### config.mk
export PLATFORM = sky130hd
export DESIGN_NAME = an_status_regs
export DESIGN_NICKNAME = d
export VERILOG_FILES = /design/src/logic/an_status_pkg.sv /design/src/logic/an_status_regs.sv /design/src/logic/page_capture.sv
export SDC_FILE = /design/constraint.sdc
export NUM_CORES = 1
export LEC_CHECK = 0
export BUFFER_PORTS_ARGS = -buffer_cell sky130_fd_sc_hd__buf_4
export CORE_MARGIN = 1.5
export CORE_UTILIZATION = 47
export DETAILED_ROUTE_END_ITERATION = 8
export PLACE_DENSITY_LB_ADDON = 0.08
export SYNTH_ARGS = -nofsm -noshare
export SYNTH_HDL_FRONTEND = slang
export SYNTH_HIERARCHICAL = 1
export SYNTH_SLANG_ARGS = --single-unit
### constraint.sdc
create_clock -name clk -period 3.75 [get_ports clk]
set_input_delay 0.75 -clock clk [delete_from_list [all_inputs] [get_ports clk]]
set_output_delay 0.75 -clock clk [all_outputs]
set_load 0.03 [all_outputs]
### src/logic/an_status_pkg.sv
// Constants, field layouts and carrier types for the next-page and expansion status block.
// Contract
// - Hardware alone drives received acknowledge bit.
// - Bit 13 shows message or unformatted page.
// - Bit 12 shows partner can comply.
// - Bit 11 holds received toggle value.
// - Bits 10:0 hold received code field.
// - Expansion bits 15:5 ignore writes, read zero.
// - Bit 4 reports parallel detection fault.
// - Bit 3 reports partner next-page support.
// - Bit 2 reads one permanently.
// - Bit 1 sets on page, clears on read.
// - Bit 0 reports partner negotiation support.
// - Partner word at index 0x05, bits 15/14.
package an_status_pkg;

	// ---------------------------------------------------------------
	// Register indices; byte address is four times the index.
	// ---------------------------------------------------------------
	localparam logic [3:0] IDX_PARTNER_NP = 4'h5;
	localparam logic [3:0] IDX_EXPANSION = 4'h6;
	localparam logic [3:0] IDX_IRQ_STATUS = 4'h8;
	localparam logic [3:0] IDX_IRQ_MASK = 4'h9;
	localparam int ADDR_W = 6;
	localparam int IDX_LSB = 2;

	// ---------------------------------------------------------------
	// Expansion field positions and reset values.
	// ---------------------------------------------------------------
	localparam int EXP_PD_FAULT = 4;
	localparam int EXP_PARTNER_NP = 3;
	localparam int EXP_LOCAL_NP = 2;
	localparam int EXP_PAGE_RX = 1;
	localparam int EXP_PARTNER_AN = 0;
	localparam logic EXP_LOCAL_NP_RESET = 1'b1;
	localparam logic [4:0] EXP_STATUS_RESET = 5'h00;

	// ---------------------------------------------------------------
	// Interrupt status bit positions, width and reset values.
	// ---------------------------------------------------------------
	localparam int IRQ_W = 2;
	localparam int IRQ_PAGE = 0;
	localparam int IRQ_FAULT = 1;
	localparam logic [1:0] IRQ_RESET = 2'h0;

	// Partner next-page word, laid out exactly as software reads it.
	typedef struct packed {
		logic more_pages_request;
		logic ack;
		logic message_page_flag;
		logic comply_acknowledge;
		logic toggle;
		logic [10:0] code;
	} np_word_t;

	localparam np_word_t NP_WORD_RESET = 16'h0000;

	// Level status delivered by the negotiation state machine.
	typedef struct packed {
		logic parallel_detect_fault;
		logic partner_extra_page_capable;
		logic partner_negotiation_capable;
	} an_levels_t;

endpackage

### src/logic/an_status_regs.sv
// Avalon-MM register bank for partner next-page word, expansion status and interrupts.
//
// The implementer's own choice: the Avalon-MM interface to the registers.
`timescale 1ns/1ps
module an_status_regs
	import an_status_pkg::*;
(
	input wire logic clk,
	input wire logic rst_b,
	input wire logic [ADDR_W-1:0] address,
	input wire logic read,
	input wire logic write,
	input wire logic [31:0] writedata,
	input wire logic [3:0] byteenable,
	output logic [31:0] readdata,
	output logic waitrequest,
	input wire logic page_valid,
	input wire np_word_t page_word,
	input wire an_levels_t an_levels,
	output logic irq
);

	// ---------------------------------------------------------------
	// State
	// ---------------------------------------------------------------
	np_word_t partner_next_page_word;
	logic parallel_detect_fault;
	logic partner_extra_page_capable;
	logic local_extra_page_capable;
	logic page_received;
	logic partner_negotiation_capable;
	logic [IRQ_W-1:0] irq_status;
	logic [IRQ_W-1:0] irq_mask;
	logic next_page_received;
	logic [IRQ_W-1:0] next_irq_status;
	logic [IRQ_W-1:0] irq_events;
	logic fault_rise;

	// ---------------------------------------------------------------
	// Address decode
	// ---------------------------------------------------------------
	wire logic [3:0] idx = address[ADDR_W-1:IDX_LSB];
	wire logic req = read | write;
	wire logic take = req & waitrequest;
	wire logic hit_np = (idx == IDX_PARTNER_NP);
	wire logic hit_exp = (idx == IDX_EXPANSION);
	wire logic hit_ist = (idx == IDX_IRQ_STATUS);
	wire logic hit_imk = (idx == IDX_IRQ_MASK);
	wire logic low_lane = byteenable[0];

	// Reading the expansion word is what clears the page flag.
	wire logic exp_read = take & read & hit_exp;
	wire logic ist_clear = take & write & hit_ist & low_lane;
	wire logic imk_write = take & write & hit_imk & low_lane;

	// Expansion word; the upper bits are constant zero, so writes there have no target.
	wire logic [15:0] exp_word = {11'h000,
		parallel_detect_fault,
		partner_extra_page_capable,
		local_extra_page_capable,
		page_received,
		partner_negotiation_capable};

	// Read mux; unmapped addresses return zero.
	logic [31:0] rd_mux;
	always_comb begin
		rd_mux = 32'h0000_0000;
		if (hit_np) begin
			rd_mux = {16'h0000, partner_next_page_word};
		end else if (hit_exp) begin
			rd_mux = {16'h0000, exp_word};
		end else if (hit_ist) begin
			rd_mux = {30'h0000_0000, irq_status};
		end else if (hit_imk) begin
			rd_mux = {30'h0000_0000, irq_mask};
		end
	end

	// ---------------------------------------------------------------
	// Avalon handshake
	// ---------------------------------------------------------------

	// Every access waits one cycle; the deassertion lasts exactly one cycle, which keeps
	// a held request from being served twice.
	always_ff @(posedge clk) begin
		if (!rst_b) begin
			waitrequest <= 1'b1;
		end else begin
			waitrequest <= !take;
		end
	end

	// Read data is latched together with the read side effect, so data and clear agree.
	always_ff @(posedge clk) begin
		if (!rst_b) begin
			readdata <= 32'h0000_0000;
		end else if (take & read) begin
			readdata <= rd_mux;
		end
	end

	// ---------------------------------------------------------------
	// Partner page word
	// ---------------------------------------------------------------

	// The word, including its acknowledge bit, is only ever loaded from the link.
	page_capture u_page_capture (
		.clk(clk),
		.rst_b(rst_b),
		.page_accept(page_valid),
		.page_word(page_word),
		.partner_next_page_word(partner_next_page_word)
	);

	// ---------------------------------------------------------------
	// Expansion status
	// ---------------------------------------------------------------

	// A page arriving in the very cycle of the clearing read survives it.
	assign next_page_received = page_valid | (page_received & !exp_read);

	// Level bits follow the negotiation machine one cycle behind.
	always_ff @(posedge clk) begin
		if (!rst_b) begin
			parallel_detect_fault <= EXP_STATUS_RESET[EXP_PD_FAULT];
			partner_extra_page_capable <= EXP_STATUS_RESET[EXP_PARTNER_NP];
			partner_negotiation_capable <= EXP_STATUS_RESET[EXP_PARTNER_AN];
			page_received <= EXP_STATUS_RESET[EXP_PAGE_RX];
			local_extra_page_capable <= EXP_LOCAL_NP_RESET;
		end else begin
			parallel_detect_fault <= an_levels.parallel_detect_fault;
			partner_extra_page_capable <= an_levels.partner_extra_page_capable;
			partner_negotiation_capable <= an_levels.partner_negotiation_capable;
			page_received <= next_page_received;
			local_extra_page_capable <= EXP_LOCAL_NP_RESET;
		end
	end

	// ---------------------------------------------------------------
	// Interrupts
	// ---------------------------------------------------------------

	// Fault interrupt fires on the rising edge only, so a stuck fault raises one event.
	assign fault_rise = an_levels.parallel_detect_fault & !parallel_detect_fault;
	assign irq_events = {fault_rise, page_valid};

	// Write one to clear; a new event in the clearing cycle wins.
	assign next_irq_status = irq_events | (irq_status & ~(ist_clear ? writedata[IRQ_W-1:0] :
		IRQ_RESET));

	always_ff @(posedge clk) begin
		if (!rst_b) begin
			irq_status <= IRQ_RESET;
			irq_mask <= IRQ_RESET;
			irq <= 1'b0;
		end else begin
			irq_status <= next_irq_status;
			irq <= |(irq_status & irq_mask);
			if (imk_write) begin
				irq_mask <= writedata[IRQ_W-1:0];
			end
		end
	end
endmodule

### src/logic/page_capture.sv
// Holding register for the last page word accepted from the link partner.
`timescale 1ns/1ps
module page_capture
	import an_status_pkg::*;
(
	input wire logic clk,
	input wire logic rst_b,
	input wire logic page_accept,
	input wire np_word_t page_word,
	output np_word_t partner_next_page_word
);

	// ---------------------------------------------------------------
	// Capture
	// ---------------------------------------------------------------

	// Whole word loads at once so software never sees a torn page.
	always_ff @(posedge clk) begin
		if (!rst_b) begin
			partner_next_page_word <= NP_WORD_RESET;
		end else if (page_accept) begin
			partner_next_page_word <= page_word;
		end
	end
endmodule

==> results by stage, run 1 <==
Logic synthesis:
- Counting flops with a built-in enable in the synthesized netlist gives 0.
- The number of different library cells in the post-synthesis netlist is 30.
- The largest area contributor in the synthesized netlist is dfxtp_1.
- The post-synthesis instance area is 1777 um2.
- Dividing the synthesized area by the synthesized cell count gives 10.39 um2.
- Counting instances in the post-synthesis netlist gives the leading cell types as dfxtp_1, nor2b_1, mux2i_1, buf_4, a22oi_1.
- For this run, the register share of the synthesized area comes to 47.32%.
- After synthesis, the share of flip-flops with an asynchronous set or reset is 0%.
- Synthesis handed over a netlist of 171 instances.
- The number of synthesis warnings is 6.
- The most frequent cell after synthesis is dfxtp_1.
- The top-area cell type share of the netlist area is 47.32%.
- The most used flip-flop cell after synthesis is dfxtp_1.
- Ranked by total cell area, the synthesized netlist is headed by dfxtp_1, nor2b_1, mux2i_1, buf_4, a22oi_1.
- The synthesized design contains 42 register bits.

Route:
- The detail route stage leaves a number of antenna-violating nets equal to 0.
- Using the TritonRoute via totals, the vias-per-cell ratio works out to 4.872.
- The length of the first detailed-routing pass in iterations is 6.
- The first routing iteration left 52 violations.
- The mean routed wirelength per cell is 13.05 um.
- The detailed router placed 1291 vias in this run.
- The DRC violation count after routing is 0.
- The final layout contains routed wiring with a total length of 3.458 mm.

Final layout:
- The layout cell share with drive strength beyond 1 is 26.27%.
- The count of filler cells inserted in the layout is 329.
- The repair_antennas step left the layout with diodes totalling 0.
- The number of nets in the final layout is 283.
- The growth of design area from synthesis to finish is 23.10%.
- The share of the core filled with cells is 60.19%.
- After routing the design area is 2187 um2.
- The number of standard cells in the layout, taps in and fillers out is 265.

Run status:
- The run finished with clean final reports.

Clock tree:
- The H-tree was split into 2 levels.
- The clock-pin slew on the worst setup and hold paths is 0.07 ns.
- TritonCTS built the clock tree.
- At the later pin of the worst-skew pair, clock insertion delay measures 0.29 ns.
- The number of post-CTS setup repair buffers is 0.
- No sink is reached through more buffers than the 2 on the longest clock path.
- The cell at the root of the clock tree is clkbuf_8.
- For this design, the sink count on the clock tree is 42.
- In this run, post-CTS hold repair placed 0 buffers.
- The post-cts sizing count is 0.
- The total clock buffers created by CTS is 5.

Timing:
- The slew at the pin with the worst max-slew slack is 0.7240 ns.
- Setup repair after global routing left no endpoint under its margin.
- Across the routed clock network, the largest skew measured is 0.002157 ns.
- In the final timing run, aggregate negative setup slack is 0 ns.
- The smallest hold slack is 0.4348 ns.
- The number of endpoints with negative hold slack in the final report is 0.
- The number of max-slew violations in the final report is 0.
- The worst path meets setup with 1.910 ns of slack.
- The worst path uses 49.08% of the clock period.
- The final period demand of the worst path is 1.840 ns.
- The number of setup violations in the final report is 0.
- Headroom to the max-slew limit came out at 51.68%.
- The achievable frequency is 543.3 MHz.

Worst setup path:
- In this run the critical register-to-register path is launched from waitrequest$_SDFF_PN1_.
- Data on the critical path is required at its endpoint by 3.98 ns.
- On the worst path, the slowest cell contributes a delay of 0.67 ns.
- The startpoint of the worst setup timing path is read.
- The buffers plus inverters on the worst setup path is 1.
- The data arrival time at the worst-slack endpoint is 2.07 ns.
- Along the worst path, the maximum fanout reaches 19.
- Walking the worst path, the cells encountered are buf_4, nand2_2, nor2_2, a221oi_1, nor2b_1.
- The type of the worst setup path is input port to flip-flop.
- The cell family with the largest share of critical-path delay is simple AND/OR/NAND/NOR gates.
- The cell at the slowest stage of the critical path is nor2_2.
- The type of element launching the critical path is an input port.
- The critical path endpoint category is a flip-flop.

Global routing:
- The via count of the first global-routing pass is 1273.
- The first global-routing pass estimated 5.692 mm of wire.
- Global routing consumed, over all layers together, 17.90% of the routing resources.
- Global routing finished with a remaining overflow of 0.
- The initial antenna violation count is 0.
- Entering global routing, the biggest net connects 43 pins.

Hold path:
- The tightest min-delay check is of the flip-flop to flip-flop type.
- The hold path startpoint is parallel_detect_fault$_SDFF_PN0_.

Place:
- After detailed placement, the total cell area comes to 2074 um2.
- The HPWL after detailed placement is 2.407 mm.
- The cell total after placement is 258.
- At the end of routability-driven placement, the weighted congestion stood at 0.6445.
- The worst setup slack after placement is 1.579 ns.
- The number of port buffers is 48.

Die:
- In this run the vertical extent of the chip is 64.49 um.
- The boundary pin count is 100.
- The area inside the core boundary is 3633 um2.
- The die covers 4158 um2.
- The number of rows created at floorplan is 22.
- The die span in x is 64.49 um.
- The effective utilization at floorplan is 48.90%.

Pwr:
- The reported leakage power is 0.9463 nW.
- The power per cell area is 428.7 nW/um2.
- The worst-case vdd ir drop is 0.3354 mV.
- The total power is 0.9377 mW.

Job:
- The number of maximum-capacitance constraint violations is 0.
## state kept, by name, indices dropped and copies added, names as in the netlist
| signal | cells |
|---|---|
| readdata | 16 |
| partner_negotiation_capable | 1 |
| irq_status | 2 |
| waitrequest | 1 |
| parallel_detect_fault | 1 |
| irq_mask | 2 |
| partner_extra_page_capable | 1 |
| irq | 1 |
| u_page_capture/partner_next_page_word | 16 |
| page_received | 1 |
## metal layers
metal / share of wire [%] / up-vias / global-route usage, % / routed length (um)
met1: 45 / 586 / 21.08 / 1556
met4: 1.4 / 0 / 6.383 / 48
met2: 47 / 45 / 30.47 / 1626
met3: 6.5 / 7 / 5.903 / 226
met5: 0 / - / 0 / 0
li1: - / 653 / - / -
## layout make-up
cell class | count | area (um2) | share of cell area (%)
Inverter | 2 | 7.507 | 0.3432
Multi-Input combinational cell | 118 | 805.8 | 36.84
Tap cell | 48 | 60.06 | 2.746
Sequential cell | 42 | 840.8 | 38.44
Clock buffer | 6 | 82.58 | 3.776
Timing Repair Buffer | 48 | 360.3 | 16.48
Clock inverter | 1 | 30.03 | 1.373
## worst paths after layout
path / endpoint / slack (ns) / cells past startpoint
max reg2reg: readdata[3]$_SDFFE_PN0P_ / 2.00 / 4
max: readdata[3]$_SDFFE_PN0P_ / 1.91 / 5
min: irq_status[1]$_SDFF_PN0_ / 0.43 / 1
min reg2reg: irq_status[1]$_SDFF_PN0_ / 0.43 / 1
## worst reg2reg max path, stage by stage (launching register included)
cell and delay [ns]:
dfxtp_1 0.43, nand2_2 0.28, nor2_2 0.67, a221oi_1 0.18, nor2b_1 0.14
## where the power goes
part | switching [mW] | internal (mW)
clock network | 0.146 | 0.213
registers | 0.00995 | 0.463
logic | 0.0601 | 0.0458
total | 0.217 | 0.721
## placed cells by master (no fill, tap or decap), drive strengths merged
master / n
nor4bb: 1
conb: 16
dfxtp: 42
nand3: 3
nor2: 5
nor4b: 1
nor2b: 35
bufinv: 1
nand4bb: 2
a221oi: 3
inv: 2
or2: 1
o211ai: 3
o21a: 1
a22oi: 14
buf: 48
mux2i: 20
and2: 2
o311ai: 1
nand2: 2
a21boi: 2
nand2b: 1
o21ai: 4
or3b: 1
clkbuf: 6
## kinds of logic (layout without fill, tap and decap cells)
kind of cell	count (synthesis)	count (layout)	synth area share, %
compound gates	28	28	11.55
buf+inv	26	57	10.49
flops	42	42	47.32
mux	20	20	11.27
other cells	1	16	0.2111
simple gates	54	54	19.16
No activity file was read; power rests on OpenSTA's default activity.
==> inputs of run 2 (changes only) <==
Settings changed: ABC_AREA set to 1, CORE_UTILIZATION 47 to 44.
Clock period 3.75 ns to 1.9 ns, I/O delays scaled along.
==> run 2 against run 1 <==
  * Count of clock-buffer cells in the layout is the same
  * Non-clock buffer count is 4 higher
  * Clock skew is 0.00085 ns higher
  * Area after synthesis up 5.5%
  * Setup slack got worse by 1.2 ns
  * Via count up 24%
  * Sequential power is 99% higher
  * Sequential cell count stayed put
  * Combinational power is 120% higher
  * First-iteration DRC count is 48% higher
  * Utilization is 3.5 points lower
  * Global-route usage down 1.0 points
  * Critical path type is now flip-flop to output pin
  * Critical endpoint is now waitrequest
  * Largest power group unchanged
  * Highest routed layer unchanged
==> results by stage, run 2 <==
Run status:
- Result of the run: finished clean (unchanged).

Hold path:
- The capture endpoint of the worst hold path is partner_extra_page_capable$_SDFF_PN0_ (was irq_status[1]$_SDFF_PN0_).
- The hold path startpoint is an_levels[1] (was parallel_detect_fault$_SDFF_PN0_).
- The path category of the worst min-delay check is input port to flip-flop (was flip-flop to flip-flop).
- The worst hold path stage count was 3 (was 1).

Worst setup path:
- The register-to-register setup slack is 0.71 ns (was 2.00 ns).
- The biggest cell delay along the critical path came to 0.38 ns (was 0.67 ns).
- The critical path endpoint category is an output pin (was flip-flop).
- List of cells traversed by the critical path: buf_4 (was buf_4, nand2_2, nor2_2, a221oi_1, nor2b_1).
- The type of the worst setup path is flip-flop to output pin (was input port to flip-flop).
- The start of the worst register-to-register path is waitrequest$_SDFF_PN1_ (unchanged).
- The top fanout value on the critical path is 4 (was 19).
- The critical path required time is 1.52 ns (was 3.98 ns).
- The buffers plus inverters on the worst setup path was 1 (unchanged).
- The cell at the slowest stage of the critical path is dfxtp_1 (was nor2_2).
- The type of element launching the critical path is a flip-flop (was input port).
- The cell family with the largest share of critical-path delay was flip-flops (was simple AND/OR/NAND/NOR gates).
- The endpoint of the lowest-slack register-to-register path is readdata[4]$_SDFFE_PN0P_ (was readdata[3]$_SDFFE_PN0P_).
- The data arrival time at the worst-slack endpoint is 0.85 ns (was 2.07 ns).
- The path depth of the worst reg2reg path is 8 (was 4).

Final layout:
- Regs by FF count: readdata (16), u_page_capture/partner_next_page_word (16) (unchanged).
- The layout cell share with drive strength beyond 1 is 21.18% (was 26.27%).
- The count of inserted antenna diode cells is 0 (unchanged).
- The number of nets in the final layout was 386 (was 283).
- The count of filler cells inserted in the layout came to 432 (was 329).
- The share of the core filled with cells came to 56.74% (was 60.19%).
- The growth of design area from synthesis to finish is 22.83% (was 23.10%).
- The commonest non-fill, non-tap cell in the layout is nand2_1 (was buf_4).
- The number of standard cells in the layout, taps in and fillers out is 371 (was 265).
- Leading cell types in the layout, fill and taps excluded: nand2_1, buf_4, nor2_1, dfxtp_1, inv_1 (was buf_4, dfxtp_1, nor2b_1, mux2i_1, conb_1).
- The post-route standard cell area excluding fillers is 2302 um2 (was 2187 um2).

Clock tree:
- The number of clock sinks is 42 (unchanged).
- The worst-skew pair later-pin latency came to 0.29 ns (about the same).
- The post-cts sizing count was 0 (unchanged).
- The clock-pin slew on the worst setup and hold paths is 0.08 ns (was 0.07 ns).
- The buffer depth of the longest clock path was 2 (unchanged).
- The number of post-CTS setup repair buffers came to 0 (unchanged).
- The depth of the CTS H-tree was 2 (unchanged).
- The post-cts hold buffer count was 0 (unchanged).
- The cell at the root of the clock tree is clkbuf_8 (unchanged).
- The total clock buffers created by CTS is 5 (unchanged).
- The clock tree from TritonCTS is yes (unchanged).

Pwr:
- The switching component of the power is 0.4633 mW (was 0.2165 mW).
- The internal cell power came to 1.396 mW (was 0.7212 mW).
- The reported leakage power was 1.188 nW (was 0.9463 nW).
- The clock group share of total power is 37.0% (was 38.3%).
- The worst-case vdd ir drop is 0.5126 mV (was 0.3354 mV).
- The fraction of power spent switching nets is 24.92% (was 23.09%).
- The sequential share of power is 50.4% (about the same).
- The part of the total power dissipated in combinational logic is 12.6% (was 11.3%).
- The total power is 1.859 mW (was 0.9377 mW).
- The power per cell area is 807.6 nW/um2 (was 428.7 nW/um2).

Timing:
- The number of max-slew violations in the final report is 0 (unchanged).
- The worst path in the final design needs a cycle of 1.234 ns, including I/O delays and setup.
- The smallest hold slack is 0.2676 ns (was 0.4348 ns).
- Static timing analysis puts the maximum clock frequency at 810.2 MHz.
- The setup TNS was 0 ns (unchanged).
- Setup repair after global routing missed its margin: no (unchanged).
- The minimum setup slack in the final design came to 0.6657 ns (was 1.910 ns).
- The number of setup violations in the final report is 0 (unchanged).
- In the finished design, the share of the clock period the worst path needs comes to 64.96%.
- The final setup skew is 0.003011 ns (was 0.002157 ns).
- The number of endpoints with negative hold slack in the final report is 0 (unchanged).

Place:
- The post-detailed-placement cell area was 2192 um2 (was 2074 um2).
- The number of port buffers came to 48 (unchanged).
- The global placement routability congestion is 0.7510 (was 0.6445).
- The cell total after placement came to 363 (was 258).
- The worst setup slack after placement is 0.5321 ns (was 1.579 ns).
- The HPWL after detailed placement is 2.594 mm (was 2.407 mm).

Global routing:
- The initial antenna violation count is 0 (unchanged).
- The all-layer global routing usage is 16.90% (was 17.90%).
- The wire length of the first global-routing pass came to 5.934 mm (was 5.692 mm).
- The pin count of the biggest net entering global routing is 34 (was 43).
- The via count of the first global-routing pass is 1368 (was 1273).
- The overflow left after global routing came to 0 (unchanged).

Die:
- The boundary pin count came to 100 (unchanged).
- The die span in x is 68.27 um (was 64.49 um).
- The number of rows created at floorplan is 23 (was 22).
- The area enclosed by the die boundary is 4660 um2 (was 4158 um2).
- The area inside the core boundary is 4058 um2 (was 3633 um2).
- The effective utilization at floorplan is 46.19% (was 48.90%).
- The height of the die is 68.27 um (was 64.49 um).

Logic synthesis:
- The post-synthesis instance area came to 1874 um2 (was 1777 um2).
- The fraction of registers with async set or reset after synthesis is 0% (unchanged).
- The number of flops mapped to enable cells by yosys is 0 (unchanged).
- The sequential area share after synthesis came to 44.86% (was 47.32%).
- Main area contributors after synthesis: dfxtp_1, nand2_1, nor2_1, buf_4, inv_1 (was dfxtp_1, nor2b_1, mux2i_1, buf_4, a22oi_1).
- The number of standard cells after synthesis came to 271 (was 171).
- The number of synthesis warnings is 6 (unchanged).
- Most used standard cells in the synthesized netlist: nand2_1, nor2_1, dfxtp_1, inv_1, buf_4 (was dfxtp_1, nor2b_1, mux2i_1, buf_4, a22oi_1).
- The number of different library cells in the post-synthesis netlist is 21 (was 30).
- The top-area cell type share of the netlist area is 44.86% (was 47.32%).
- The number of storage elements in the synthesis netlist came to 42 (unchanged).
- The average size of a mapped cell is 6.916 um2 (was 10.39 um2).
- The largest area contributor in the synthesized netlist is dfxtp_1 (unchanged).
- The most frequent cell after synthesis is nand2_1 (was dfxtp_1).
- The most common flop cell mapped by yosys is dfxtp_1 (unchanged).

Route:
- The uppermost metal layer occupied by signal nets is met4 (unchanged).
- The mean routed wirelength per cell is 9.488 um (was 13.05 um).
- The wire length on met1 is 1.770 mm (was 1.556 mm).
- The detailed-route wire length came to 3.520 mm (was 3.458 mm).
- The length of the first detailed-routing pass in iterations was 4 (was 6).
- The DRC violation count after routing is 0 (unchanged).
- The mean number of vias per cell came to 4.315 (was 4.872).
- The residual antenna-violating net count after detailed routing came to 0 (unchanged).
- The number of DRC violations after detailed-routing iteration 0 is 77 (was 52).
- The routed length on met2 was 1.509 mm (was 1.626 mm).
- The total met3 wirelength after detailed routing came to 196 um (was 226 um).
- The routed via count is 1601 (was 1291).

Job:
- The number of maximum-capacitance constraint violations was 0 (unchanged).
[run 2: cells by family after synthesis]
logic type,count (synthesis),synth area share [%]
flip-flops,42,44.86
AO/OA/AOI/OAI,21,5.808
AND/OR/NAND/NOR,145,31.38
buffers and inverters,62,17.76
other,1,0.2001
[run 2: cell type report]
| type | instances | area, um2 | area share [%] |
|---|---|---|---|
| Clock buffer | 6 | 72.57 | 3.152 |
| Clock inverter | 2 | 37.54 | 1.630 |
| Inverter | 37 | 141.4 | 6.141 |
| Multi-Input combinational cell | 182 | 757.0 | 32.88 |
| Sequential cell | 42 | 840.8 | 36.52 |
| Tap cell | 50 | 62.56 | 2.717 |
| Timing Repair Buffer | 52 | 390.4 | 16.96 |
[run 2: how the worst max path moves through the flow]
| stage | start | endpoint | slack [ns] | depth (start not counted) |
|---|---|---|---|---|
| 2_1_floorplan | waitrequest$_SDFF_PN1_ | readdata[7]$_SDFFE_PN0P_ | 0.62 | 7 |
| 3_3_place_gp | read | readdata[3]$_SDFFE_PN0P_ | 0.56 | 9 |
| 3_5_place_dp | read | readdata[4]$_SDFFE_PN0P_ | 0.53 | 9 |
| 4_1_cts | waitrequest$_SDFF_PN1_ | waitrequest | 0.66 | 1 |
| 5_1_grt | waitrequest$_SDFF_PN1_ | readdata[3]$_SDFFE_PN0P_ | 0.55 | 8 |
| 6_report | waitrequest$_SDFF_PN1_ | waitrequest | 0.67 | 1 |
[run 2: per-layer routing]
layer | vias to the layer above | GRT usage (%)
met5 | - | 0
li1 | 884 | -
met4 | 0 | 4.500
met1 | 664 | 23.00
met3 | 4 | 4.934
met2 | 49 | 26.09
[run 2: power by group through the flow]
stage                     Sequential [mW]  Clock, mW  Combinational (mW)
after CTS                           0.937      0.710               0.235
after global placement              0.957          0               0.233
after detailed placement            0.958          0               0.234
after global routing                0.942      0.751               0.264
final                               0.937      0.689               0.234
after floorplan                     0.961          0               0.176
[run 2: worst reg2reg max path, delay by kind of cell, from the launching register on]
kind / cells / cell delay (ns)
buf+inv: 3 / 0.31
simple gates: 5 / 0.46
flops: 1 / 0.34
